`src/rtl/init_pkg.sv`:
```
// Package with constants and carrier types for the init and master reset sequencer.
package init_pkg;

  // ----------------------------------------------------------------
  // Timing constants.
  // ----------------------------------------------------------------
  localparam int unsigned CLK_PERIOD_NS        = 10;
  localparam int unsigned INIT_DURATION_NS     = 50000;
  localparam int unsigned INIT_DURATION_CYC    = INIT_DURATION_NS / CLK_PERIOD_NS;
  localparam int unsigned MIN_RESET_PULSE_NS   = 100;
  localparam int unsigned MIN_RESET_PULSE_CYC  =
    (MIN_RESET_PULSE_NS + CLK_PERIOD_NS - 1) / CLK_PERIOD_NS;
  localparam int unsigned PRELOAD_LEAD_CYC     = 2;
  localparam int unsigned COUNT_W              = 32;

  // ----------------------------------------------------------------
  // Field encodings and reset values.
  // ----------------------------------------------------------------
  localparam logic [1:0]  SR_NONE        = 2'h0;
  localparam logic [1:0]  SR_RESET       = 2'h1;
  localparam logic [1:0]  SR_SET         = 2'h2;
  localparam logic        HDFB_DEFAULT   = 1'b0;
  localparam logic        INPUT_PRELOAD  = 1'b1;

  typedef enum logic [2:0]
  {
    ST_OFF     = 3'h1,
    ST_INIT    = 3'h2,
    ST_RUN     = 3'h4
  } seq_state_t;

  typedef struct packed
  {
    logic       init_active;
    logic       outputs_enabled;
    logic       config_load;
    logic       preload_strobe;
  } seq_status_t;

endpackage : init_pkg

```
`src/rtl/epld_init_master_reset.sv`:
```
// Power-up and master reset initialization sequencer with register preload.
`timescale 1ns/1ps
// What this block does
// - Init holds outputs off, loads config, preloads.
// - Reset high: init finishes one duration after supply.
// - Reset low at power-up: outputs wait release.
// - Reset falling edge: outputs off, init restarts.
// - Early release: outputs enable only after duration.
// - Input registers and latches preload high.
// - Fast macrocell preload via set/reset term late.
// - Reset term preloads low, set term high.
// - Fast macrocell without term preloads high.
// - Dense macrocell preload from its config bit.
// - Unspecified dense preload bit gives low.
// - Per-macrocell power mode; unused blocks switched off.
// - Erase clears security bits and configuration.
module epld_init_master_reset
#(
  parameter int unsigned INIT_CYC  = init_pkg::INIT_DURATION_CYC,
  parameter int unsigned N_IN      = 12,
  parameter int unsigned N_FFB     = 18,
  parameter int unsigned N_HDFB    = 18,
  parameter int unsigned N_BLK     = 4,
  parameter int unsigned MC_PER_BLK = 9
)
(
  input  wire logic                      sys_clk,
  input  wire logic                      reset_n,
  input  wire logic                      clk_en,
  input  wire logic                      supply_ok,
  input  wire logic                      master_reset_n,
  input  wire logic                      erase,
  input  wire logic [N_FFB*2-1:0]        nv_ffb_sr_mode,
  input  wire logic [N_HDFB-1:0]         nv_hdfb_preload,
  input  wire logic [N_HDFB-1:0]         nv_hdfb_preload_spec,
  input  wire logic [N_BLK*MC_PER_BLK-1:0] nv_mc_used,
  input  wire logic [N_BLK*MC_PER_BLK-1:0] nv_mc_high_perf,
  input  wire logic [1:0]                nv_security,
  output init_pkg::seq_status_t          status,
  output logic                           out_enable,
  output logic [N_IN-1:0]                in_reg_preload,
  output logic [N_FFB-1:0]               ffb_sr_assert,
  output logic [N_FFB-1:0]               ffb_preload,
  output logic [N_HDFB-1:0]              hdfb_preload,
  output logic [N_BLK*MC_PER_BLK-1:0]    mc_high_perf,
  output logic [N_BLK-1:0]               blk_power_on,
  output logic [N_FFB*2-1:0]             cfg_ffb_sr_mode,
  output logic [N_HDFB-1:0]              cfg_hdfb_preload,
  output logic [1:0]                     security
);
  import init_pkg::*;

  localparam int unsigned N_MC = N_BLK * MC_PER_BLK;

  if (INIT_CYC <= PRELOAD_LEAD_CYC || N_IN == 0 || N_FFB == 0 || N_HDFB == 0 || N_MC == 0)
  begin : g_param_check
    $error("Parameter values not supported.");
  end

  // ----------------------------------------------------------------
  // Sequence state and counter.
  // ----------------------------------------------------------------
  seq_state_t            state;
  logic [COUNT_W-1:0]    count;
  logic                  mr_prev;
  logic                  init_done;
  logic                  mr_fall;

  assign mr_fall   = mr_prev && !master_reset_n;
  assign init_done = (count >= COUNT_W'(INIT_CYC));

  always_ff @(posedge sys_clk or negedge reset_n)
  begin
    if (!reset_n)
      mr_prev <= 1'b1;
    else if (clk_en)
      mr_prev <= master_reset_n;
  end

  always_ff @(posedge sys_clk or negedge reset_n)
  begin
    if (!reset_n)
    begin
      state <= ST_OFF;
      count <= '0;
    end
    else if (clk_en)
    begin
      if (!supply_ok)
      begin
        state <= ST_OFF;
        count <= '0;
      end
      else
      begin
        case (state)
          ST_OFF:
          begin
            state <= ST_INIT;
            count <= '0;
          end
          ST_INIT:
          begin
            if (mr_fall)
              count <= '0;
            else if (!init_done)
              count <= count + COUNT_W'(1);
            if (init_done && master_reset_n && !mr_fall)
              state <= ST_RUN;
          end
          ST_RUN:
          begin
            if (mr_fall)
            begin
              state <= ST_INIT;
              count <= '0;
            end
          end
          default:
          begin
            state <= ST_OFF;
            count <= '0;
          end
        endcase
      end
    end
  end

  // ----------------------------------------------------------------
  // Outputs held off until init completes and reset is released.
  // ----------------------------------------------------------------
  always_comb
  begin
    out_enable = (state == ST_RUN) && !mr_fall;
    status.init_active     = (state != ST_RUN);
    status.outputs_enabled = out_enable;
    status.config_load     = (state == ST_INIT) && (count == '0);
    status.preload_strobe  = (state == ST_INIT) &&
                             (count + COUNT_W'(PRELOAD_LEAD_CYC) >= COUNT_W'(INIT_CYC)) &&
                             !init_done;
  end

  // ----------------------------------------------------------------
  // Configuration held in the nonvolatile array.
  // ----------------------------------------------------------------
  always_ff @(posedge sys_clk or negedge reset_n)
  begin
    if (!reset_n)
    begin
      cfg_ffb_sr_mode  <= '0;
      cfg_hdfb_preload <= '0;
      security         <= '0;
      mc_high_perf     <= '0;
      blk_power_on     <= '0;
    end
    else if (clk_en)
    begin
      if (erase)
      begin
        cfg_ffb_sr_mode  <= '0;
        cfg_hdfb_preload <= '0;
        security         <= '0;
        mc_high_perf     <= '0;
        blk_power_on     <= '0;
      end
      else if (status.config_load)
      begin
        cfg_ffb_sr_mode  <= nv_ffb_sr_mode;
        cfg_hdfb_preload <= nv_hdfb_preload & nv_hdfb_preload_spec;
        security         <= nv_security;
        mc_high_perf     <= nv_mc_high_perf & nv_mc_used;
        for (int b = 0; b < N_BLK; b++)
          blk_power_on[b] <= |nv_mc_used[b*MC_PER_BLK +: MC_PER_BLK];
      end
    end
  end

  // ----------------------------------------------------------------
  // Register preload values.
  // ----------------------------------------------------------------
  function automatic logic ffb_value(input logic [1:0] mode);
    ffb_value = (mode == SR_RESET) ? 1'b0 : 1'b1;
  endfunction : ffb_value

  always_ff @(posedge sys_clk or negedge reset_n)
  begin
    if (!reset_n)
    begin
      in_reg_preload <= '1;
      ffb_sr_assert  <= '0;
      ffb_preload    <= '1;
      hdfb_preload   <= {N_HDFB{HDFB_DEFAULT}};
    end
    else if (clk_en)
    begin
      if (state != ST_RUN)
        in_reg_preload <= {N_IN{INPUT_PRELOAD}};
      for (int i = 0; i < N_FFB; i++)
      begin
        ffb_sr_assert[i] <= status.preload_strobe &&
                            (cfg_ffb_sr_mode[2*i +: 2] != SR_NONE);
        if (status.preload_strobe)
          ffb_preload[i] <= ffb_value(cfg_ffb_sr_mode[2*i +: 2]);
      end
      if (status.preload_strobe)
        hdfb_preload <= cfg_hdfb_preload;
    end
  end

  // ----------------------------------------------------------------
  // Assertions and covers.
  // ----------------------------------------------------------------
  a_outputs_off_init: assert property (@(posedge sys_clk) disable iff (!reset_n)
    (state != ST_RUN && !(clk_en && state == ST_INIT && init_done && master_reset_n))
    |=> !out_enable)
    else $error("Outputs enabled during init.");
  a_hold_while_low: assert property (@(posedge sys_clk) disable iff (!reset_n)
    (clk_en && state == ST_INIT && !master_reset_n) |=> state != ST_RUN)
    else $error("Left init while reset low.");
  a_fall_restarts: assert property (@(posedge sys_clk) disable iff (!reset_n)
    (clk_en && supply_ok && mr_fall) |=> (state == ST_INIT && count == '0))
    else $error("Falling reset did not restart.");
  a_early_release: assert property (@(posedge sys_clk) disable iff (!reset_n)
    (state == ST_INIT && !init_done) |=> state != ST_RUN)
    else $error("Outputs enabled before init duration.");
  a_run_after_done: assert property (@(posedge sys_clk) disable iff (!reset_n)
    (clk_en && supply_ok && state == ST_INIT && init_done && master_reset_n && !mr_fall)
    |=> state == ST_RUN)
    else $error("Init did not complete.");
  a_sr_strobe: assert property (@(posedge sys_clk) disable iff (!reset_n)
    (clk_en && status.preload_strobe && cfg_ffb_sr_mode[1:0] == SR_RESET)
    |=> (ffb_sr_assert[0] && !ffb_preload[0]))
    else $error("Reset term preload wrong.");
  a_set_preload: assert property (@(posedge sys_clk) disable iff (!reset_n)
    (clk_en && status.preload_strobe && cfg_ffb_sr_mode[1:0] == SR_SET) |=> ffb_preload[0])
    else $error("Set term preload wrong.");
  a_none_preload: assert property (@(posedge sys_clk) disable iff (!reset_n)
    (clk_en && status.preload_strobe && cfg_ffb_sr_mode[1:0] == SR_NONE)
    |=> (ffb_preload[0] && !ffb_sr_assert[0]))
    else $error("Unused term preload wrong.");
  a_hdfb_preload: assert property (@(posedge sys_clk) disable iff (!reset_n)
    (clk_en && status.preload_strobe) |=> hdfb_preload == $past(cfg_hdfb_preload))
    else $error("Dense preload wrong.");
  a_erase_clears: assert property (@(posedge sys_clk) disable iff (!reset_n)
    (clk_en && erase) |=> (security == '0 && cfg_hdfb_preload == '0))
    else $error("Erase did not clear.");
  a_input_high: assert property (@(posedge sys_clk) disable iff (!reset_n)
    (clk_en && state == ST_INIT) |=> in_reg_preload == '1)
    else $error("Input preload not high.");

  c_power_up_run: cover property (@(posedge sys_clk) disable iff (!reset_n)
    state == ST_INIT ##1 state == ST_RUN);
  c_reinit: cover property (@(posedge sys_clk) disable iff (!reset_n)
    state == ST_RUN && mr_fall);
  c_late_release: cover property (@(posedge sys_clk) disable iff (!reset_n)
    state == ST_INIT && init_done && !master_reset_n);

endmodule : epld_init_master_reset

```
`config.mk`:
```
export PLATFORM = sky130hd
export DESIGN_NAME = epld_init_master_reset
export DESIGN_NICKNAME = d
export VERILOG_FILES = /design/src/rtl/init_pkg.sv /design/src/rtl/epld_init_master_reset.sv
export SDC_FILE = /design/constraint.sdc
export NUM_CORES = 1
export LEC_CHECK = 0
export ABC_AREA = 1
export BUFFER_PORTS_ARGS = -buffer_cell sky130_fd_sc_hd__buf_2
export CAP_MARGIN = 15
export CORE_MARGIN = 3
export CORE_UTILIZATION = 32
export DETAILED_ROUTE_END_ITERATION = 6
export SYNTH_ARGS = -nofsm -noshare
export SYNTH_HDL_FRONTEND = slang
export SYNTH_SLANG_ARGS = --single-unit
```
`constraint.sdc`:
```
create_clock -name sys_clk -period 2.7 [get_ports sys_clk]
set_input_delay 0.54 -clock sys_clk [delete_from_list [all_inputs] [get_ports sys_clk]]
set_output_delay 0.54 -clock sys_clk [all_outputs]
set_load 0.01 [all_outputs]
```
# Word level (Yosys, flattened, before mapping)
# Index checks and enable logic that the tools add are counted.
# totals
in_bits	152
ff_bits	186
output_inout_bits	167
# classes
addsub	2
mux	37
n_eq_ne	25
n_reduce_logical	56
bitwise_logic	2
n_lt_le_gt_ge	2
# op_table
operator	count
$mux 36	4
$mux 32	4
$ge 32x13->1 const B	2
$pmux 32 s2	1
$reduce_bool 2->1	19
$and 36x36->36	1
$eq 2x1->1 const B	18
$mux 18	2
$reduce_or 9->1	4
$add 32x1->32 const B	1
$add 32x2->32 const B	1
$logic_not 32->1	1
$logic_and 1x1->1	25
$and 18x18->18	1
$mux 1	18
$mux 3	3
$ne 3x3->1 const B	3
$pmux 3 s3	1
$mux 4	2
$reduce_and 3->1	2
$mux 2	2
$ne 4x4->1 const B	1
$reduce_and 2->1	2
$eq 3x1->1 const B	1
other kinds (3)	5

# Depth between registers and ports, before layout
# Gate-level depths: netlist of run 1.
# depth
depth_word	7
ltp_mapped	18
ltp_nobuf	16

# Worst setup path after synthesis of run 1
# Ideal clock, no wire load.
# synth_timing
path_type	flip-flop to output port
start	register count[23]
end	output port status[0] (netlist bit)
stages_incl_launch_ff	10
t_required_ps	2160
path_slack_ps	417
t_arrival_ps	1743
path_cell_list	dfrtp_1 -> nor2_1 -> nand3_1 -> nor2_1 -> nand2_1 -> nor2_1 -> nand2_1 -> nor2_1 -> clkbuf_1 -> a21boi_0
# synth_rtl
element	line_no	source
start, declared	epld_init_master_reset.sv:64	logic [COUNT_W-1:0] count;
start signal, assigned	epld_init_master_reset.sv:107	count <= count + COUNT_W'(1);
end, declared	epld_init_master_reset.sv:39	output init_pkg::seq_status_t status,

==> results of run 1 <==
[final timing paths]
path	start	to	slack [ns]	depth (start not counted)
setup / recovery	count[12]	status[0]	-0.12	13
hold / removal	reset_n	count[5]	0.06	1
setup reg to reg	count[12]	cfg_ffb_sr_mode[10]	0.22	9
hold reg to reg	ffb_preload[6]	ffb_preload[6]	0.46	2
max in group asynchronous	reset_n	ffb_preload[0]	1.90	2
min in group sys_clk	nv_security[1]	security[1]	0.36	3
[per-layer routing]
metal	wire length, um	part of all wire
met2	14980	0.48
met3	1813	0.059
met5	23	0.00074
met4	692	0.022
met1	13400	0.43
[metrics by stage]
stage / utilization / instances / setup WS (ns)
floorplan: - / 1168 / 0.4172
global placement: 0.3981 / 1811 / 0.09231
detailed placement: 0.3981 / 1811 / 0.1286
CTS: 0.4243 / 1848 / -0.1612
global route: 0.4278 / 1855 / -0.3121
finish: 0.4278 / 1856 / -0.1183
[logic make-up (layout without fill, tap and decap cells)]
kind of cell | after synthesis | count (layout) | share of synthesized area
adders and majority gates | 2 | 2 | 0.002741
buffers and inverters | 147 | 453 | 0.07224
DFF | 186 | 186 | 0.5127
other | 1 | 16 | 0.0004108
xor gates and xnor gates | 5 | 5 | 0.004798
AOI/OAI and AO/OA | 133 | 133 | 0.07512
and+or+nand+nor | 683 | 683 | 0.3320
[cell usage in the layout (no fill, tap or decap), types with 4 or more instances in the layout]
master,netlist,final
a21oi_1,11,11
buf_12,3,6
buf_2,5,304
buf_4,14,29
clkbuf_16,0,17
clkinv_8,0,4
conb_1,1,12
dfrtp_1,166,160
dfrtp_2,0,6
dfstp_2,20,20
diode_2,0,4
inv_1,77,75
inv_6,0,4
nand2_1,377,368
nand2_2,32,40
nand3_1,79,78
nand4_1,60,60
nor2_1,87,74
nor2_2,11,12
nor2_4,1,13
nor3_1,4,4
nor4_1,11,10
o21ai_0,111,110
or2_2,18,18
xor2_1,5,5
[sequential cells by signal, summed over array words and instances, names as in the netlist, 3 cells and up]
signal and cells:
mc_high_perf 36, cfg_ffb_sr_mode 36, count 32, cfg_hdfb_preload 18, hdfb_preload 18, state 3, blk_power_on 4, ffb_preload 18
ffb_sr_assert 18
[power by group]
part | switching [uW] | internal [uW] | total (uW)
clock network | 1290 | 1280 | 2580
logic | 753 | 468 | 1220
registers | 191 | 3040 | 3230
[worst register-to-register path, delay by kind of cell, from the launching register on]
family | cells | cell delay [ns]
compound gates | 2 | 0.16
buf+inv | 3 | 0.60
flops | 1 | 0.44
simple gates | 4 | 1.12
[synthesized netlist by cell type]
master / instances / area, um^2
nand2_2: 32 / 200.2
buf_12: 3 / 60.06
nand3_4: 1 / 17.52
nand2_1: 377 / 1415
conb_1: 1 / 3.750
buf_1: 2 / 7.510
xor2_1: 5 / 43.79
dfrtp_1: 166 / 4154
buf_4: 14 / 105.1
nor4_1: 11 / 68.82
inv_1: 77 / 289.0
nor2_2: 11 / 68.82
a22oi_1: 1 / 7.510
a211oi_1: 1 / 7.510
nand3_1: 79 / 395.4
o21ai_0: 111 / 555.5
buf_2: 5 / 25.02
nor3_1: 4 / 20.02
nor3b_1: 1 / 7.510
nand4_1: 60 / 375.4
o21a_1: 2 / 15.01
a2bb2oi_1: 1 / 8.760
o21ai_1: 2 / 10.01
nand2_4: 1 / 11.26
a21boi_0: 1 / 7.510
clkbuf_1: 45 / 168.9
dfstp_2: 20 / 525.5
nor2_1: 87 / 326.6
ha_1: 2 / 25.02
nor2_4: 1 / 11.26
or2_2: 18 / 112.6
clkinv_1: 1 / 3.750
a21oi_1: 11 / 55.05
a31oi_1: 3 / 18.77
[final cells by class]
class / instances / share of cell area
Clock inverter: 14 / 0.01392
Multi-Input combinational cell: 835 / 0.3327
Antenna cell: 4 / 0.0008375
Sequential cell: 186 / 0.3922
Tap cell: 378 / 0.03957
Timing Repair Buffer: 343 / 0.1595
Inverter: 78 / 0.02450
Clock buffer: 18 / 0.03675
[what timing repair did]
item,in CTS,in global routing
pin swaps,6,9
cloned,0,0
gates resized for setup,29,19
setup buffers,5,4
endpoints found under the setup margin,1,31
==> flow_summary_export.csv, run 1 <==
group,metric,value,unit
die,ios,319,
timing,fin_crit,2.818,ns
grt,top_usage_layer,"met2",
timing,period_share,1.044,
worst_setup_path,critPathMaxStageDelay,0.43,ns
cts,cts_buffer_depth,2,
status,violations,"DRC, setup timing",
timing,holdWs,0.05549,ns
worst_setup_path,worstPathMaxFanout,4,
worst_setup_path,cp_slowest_cell,"dfrtp_1",
grt,grt_pass1_vias,8572,
worst_setup_path,crit_top_cell,"nand2_1",
place,dpl_cell_area,11120,um^2
die,dieArea,30590,um^2
status,run_status,"finished with violations",
cts,insertion_delay,0.44,ns
cts,htreeDepth,4,
die,dieHeight,174.9,um
pwr,p_leak,0.006166,uW
finish,syn_to_final_growth,30.94,%
die,die_w,174.9,um
synth,synth_area,9128,um^2
drt,first_iter_violations,553,
grt,gr-usage-all-layers,0.1992,
grt,grt.overflow.total,0,
worst_setup_path,cp-end-kind,"primary output",
worst_setup_path,crit_path_start_kind,"flip-flop",
worst_setup_path,path_delay_family,"simple AND/OR/NAND/NOR gates",
pwr,p_per_area,588.1,nW/um^2
timing,final.setup.tns,-0.1183,ns
timing,skew,0.02330,ns
drt,num_vias,8820,
worst_setup_path,required,2.16,ns
timing,layout_setup_ws,-0.1183,ns
cts,clk_pin_slew,0.09,ns
synth,syn_avg_cell_area,7.889,um^2
finish,nFillCells,2937,
finish,layout.nets,1615,
grt,use_met3,0.04433,
finish,drive_gt1_frac,0.3351,
pwr,ir_worst_vdd,0.3429,mV
grt,grt_max_degree,193,
place,gp_congestion,0.9266,
timing,setup_viol,1,
worst_hold_path,worstHoldPathType,"input port to asynchronous set/reset pin",
grt,antenna_found_initial,6,
place,dp_hpwl,23280,um
drt,wl,30900,um
synth,syn_inst,1157,
timing,drv_slew,0,
grt,grt_first_pass_wirelength,48100,um
timing,fmax,354.8,MHz
cts,clkSinkCount,186,
timing,tightest_slew,0.7248,ns
worst_setup_path,crit_buf_inv,1,
place,port_buffers,306,
cts,clockRootBuffer,"clkbuf_16",
cts,cts_made_buffers,17,
die,rows,61,
worst_setup_path,crit_type,"flip-flop to primary output",
worst_setup_path,crit_chain,"nand2_1, nor2_1, nand2_1, nor2_2, nand2_1, nand2_1, nand2_1, nor2_1, nand2_1, nor2_1, nor2_2, a21boi_2, buf_2",
timing,relSlewSlack,0.5168,
synth,ys_seq_area_frac,0.5127,
drt,ant_nets,0,
grt,grtUsageMet1,0.2628,
drt,wl_per_cell,16.65,um
drt,drc,2,
finish,multi_input_area,3976,um^2
timing,rsz0062_at_grt,"true",
synth,ys_warn_count,0,
synth,synth-seq-cells,186,
finish,seq_area,4687,um^2
drt,vias_per_cell,4.752,
worst_setup_path,cp.arrival,2.28,ns
run,drv_cap,0,
drt,drt_first_pass_iters,7,
pwr,totalPowerFinal,7028,uW
die,initial_core_util,0.3267,
finish,stdcell_area,11950,um^2
cts,cts_tree,"built",
die,core-area,27930,um^2
synth,yosysUniqueCellTypes,34,
cts,cts_hold_buf,0,
grt,grt_use_met2,0.3293,
timing,hold_violations,0,
Power figures use the tool's default switching activity.
==> run 2, diff against run 1 <==
==> constraint.sdc (replaced) <==
create_clock -name sys_clk -period 2.46 [get_ports sys_clk]
set_input_delay 0.492 -clock sys_clk [delete_from_list [all_inputs] [get_ports sys_clk]]
set_output_delay 0.492 -clock sys_clk [all_outputs]
set_load 0.01 [all_outputs]
==> run 2 against run 1 <==
The run ends with setup timing left. Sequential power grew 12%. Sequential cell count is the same. Routed wire length grew 14%. Worst setup slack lost 0.17 ns. Critical path depth shrank 4. Final cell count grew 3.4%. Clock power grew 7%.
==> flow_summary_export.csv, run 2 (synthesized netlist as in run 1, its figures left out) <==
group,metric,value,unit
status,run_status,"finished with violations",
status,violations,"setup timing",
timing,final.setup.tns,-0.4778,ns
run,drv_cap,0,
die,ios,319,
cts,cts_made_buffers,17,
worst_setup_path,r2r-end,"cfg_ffb_sr_mode[13]",
timing,relSlewSlack,0.5958,
timing,layout_setup_ws,-0.2900,ns
die,rows,61,
worst_hold_path,worstHoldPathType,"input port to asynchronous set/reset pin",
place,dp_hpwl,24520,um
cts,htreeDepth,4,
worst_setup_path,cp.arrival,2.26,ns
timing,tightest_slew,0.6062,ns
drt,first_iter_violations,510,
die,core-area,27930,um^2
grt,grt_pass1_vias,8530,
timing,hold_violations,0,
worst_setup_path,rr_startpoint,"count[1]",
drt,drt_first_pass_iters,5,
worst_setup_path,crit_path_start_kind,"flip-flop",
timing,fmax,363.6,MHz
cts,clk_pin_slew,0.08,ns
pwr,p_leak,0.007039,uW
place,placedCellCount,1845,
worst_setup_path,worstPathMaxFanout,4,
cts,clkSinkCount,186,
drt,num_vias,9268,
place,port_buffers,306,
die,initial_core_util,0.3267,
timing,drv_slew,0,
grt,grt_max_degree,133,
cts,cts_buffer_depth,2,
finish,syn_to_final_growth,49.68,%
timing,rsz0062_at_grt,"true",
worst_setup_path,cp-end-kind,"primary output",
die,dieArea,30590,um^2
timing,fin_crit,2.750,ns
die,die_w,174.9,um
die,dieHeight,174.9,um
place,gp_congestion,0.9346,
timing,holdWs,0.04951,ns
timing,setup_viol,2,
drt,drc,0,
grt,antenna_found_initial,3,
drt,wl_per_cell,18.32,um
worst_setup_path,crit_type,"flip-flop to primary output",
worst_setup_path,startpoint,"count[17]",
finish,final_util,0.4891,
pwr,p_per_area,605.9,nW/um^2
finish,layout_common_cells,"buf_2 (303), nand2_1 (266), dfrtp_1 (155)",
cts,clockRootBuffer,"clkbuf_16",
finish,top_regs,"cfg_ffb_sr_mode: 36 flops, mc_high_perf: 36 flops, count: 32 flops",
grt,grt.overflow.total,0,
worst_setup_path,r2r_cells,13,
drt,ant_nets,0,
timing,period_share,1.118,
finish,finalNonFillerCells,1919,
finish,drive_gt1_frac,0.4717,
finish,layout.nets,1681,
pwr,ir_worst_vdd,0.3322,mV
drt,vias_per_cell,4.830,
timing,skew,0.01987,ns
worst_setup_path,r2r_slack,0.01,ns
cts,cts_hold_buf,0,
cts,cts_tree,"built",
worst_setup_path,cp-endpoint,"status[0]",
finish,final_common_cell,"buf_2",
grt,grt_first_pass_wirelength,49030,um
drt,wl,35150,um
worst_setup_path,required,1.97,ns
grt,gr-usage-all-layers,0.2051,
finish,nFillCells,2786,
cts,insertion_delay,0.44,ns
## run 2: changes by cell type in the layout (fill, tap and decap cells not counted), moves of 5 or more
cell	before	now
nor2_1	74	61
nor2_2	12	19
dfrtp_1	160	155
o21ai_1	2	56
nand2_1	368	266
nand2_4	2	45
o21ai_2	0	43
nand2_2	40	99
o21ai_0	110	13
nor2_4	13	19
clkbuf_16	17	31
dfrtp_2	6	11
buf_12	6	23
buf_4	29	59
## run 2: cell type report
type                       instances  area (um^2)  share of cell area
antenna                            2        5.005           0.0003663
clock buffer                      17        425.4             0.03114
clock inverter                    14        153.9             0.01126
inverter                          78        295.3             0.02161
multi-input combinational        835         4707              0.3445
sequential                       186         4693              0.3435
tap                              378        473.0             0.03462
timing repair buffer             409         2909              0.2129
## run 2: report_power, final
part           internal, uW  leakage [uW]  switching (uW)
clock                  1360      0.000281            1390
sequential             3340       0.00244             280
combinational           849       0.00432            1060
total                  5550       0.00704            2730
## run 2: timing repair
item                       in CTS  in global routing
gates cloned                    0                 26
setup endpoints to repair      29                152
pin swaps                      19                 18
setup buffers                   4                 12
gates resized for setup        51                348
## run 2: worst min path at each step
stage / end / slack [ns] / cells past startpoint
floorplan: blk_power_on[0] / 0.20 / 0
global placement: ffb_preload[10] / 0.45 / 2
detailed placement: ffb_preload[16] / 0.45 / 2
CTS: count[8] / 0.07 / 1
global route: count[8] / 0.09 / 1
finish: count[8] / 0.05 / 1
## run 2: critical path, stage by stage (launching register included)
cell and delay (ns):
dfrtp_1 0.42, nor2_2 0.16, nand3_1 0.11, nor2_1 0.18, nand2_1 0.16, nor2_2 0.18
nand2_1 0.12, nor2_4 0.13, a21boi_2 0.24, buf_6 0.13
## run 2: stage by stage
step,instance area (um^2),total power (uW),worst slack [ns]
2_1_floorplan,9169,4240,0.2252
3_3_place_gp,11410,4981,-0.2127
3_5_place_dp,11410,4993,-0.1398
4_1_cts,12190,7744,-0.3654
5_1_grt,13660,8653,-0.4185
6_report,13660,8278,-0.2900
## run 2: per-layer routing
metal,track usage,wire length (um)
met3,0.05172,2189
met5,0,7
met1,0.2678,14840
met4,0.07081,985
met2,0.3328,17130
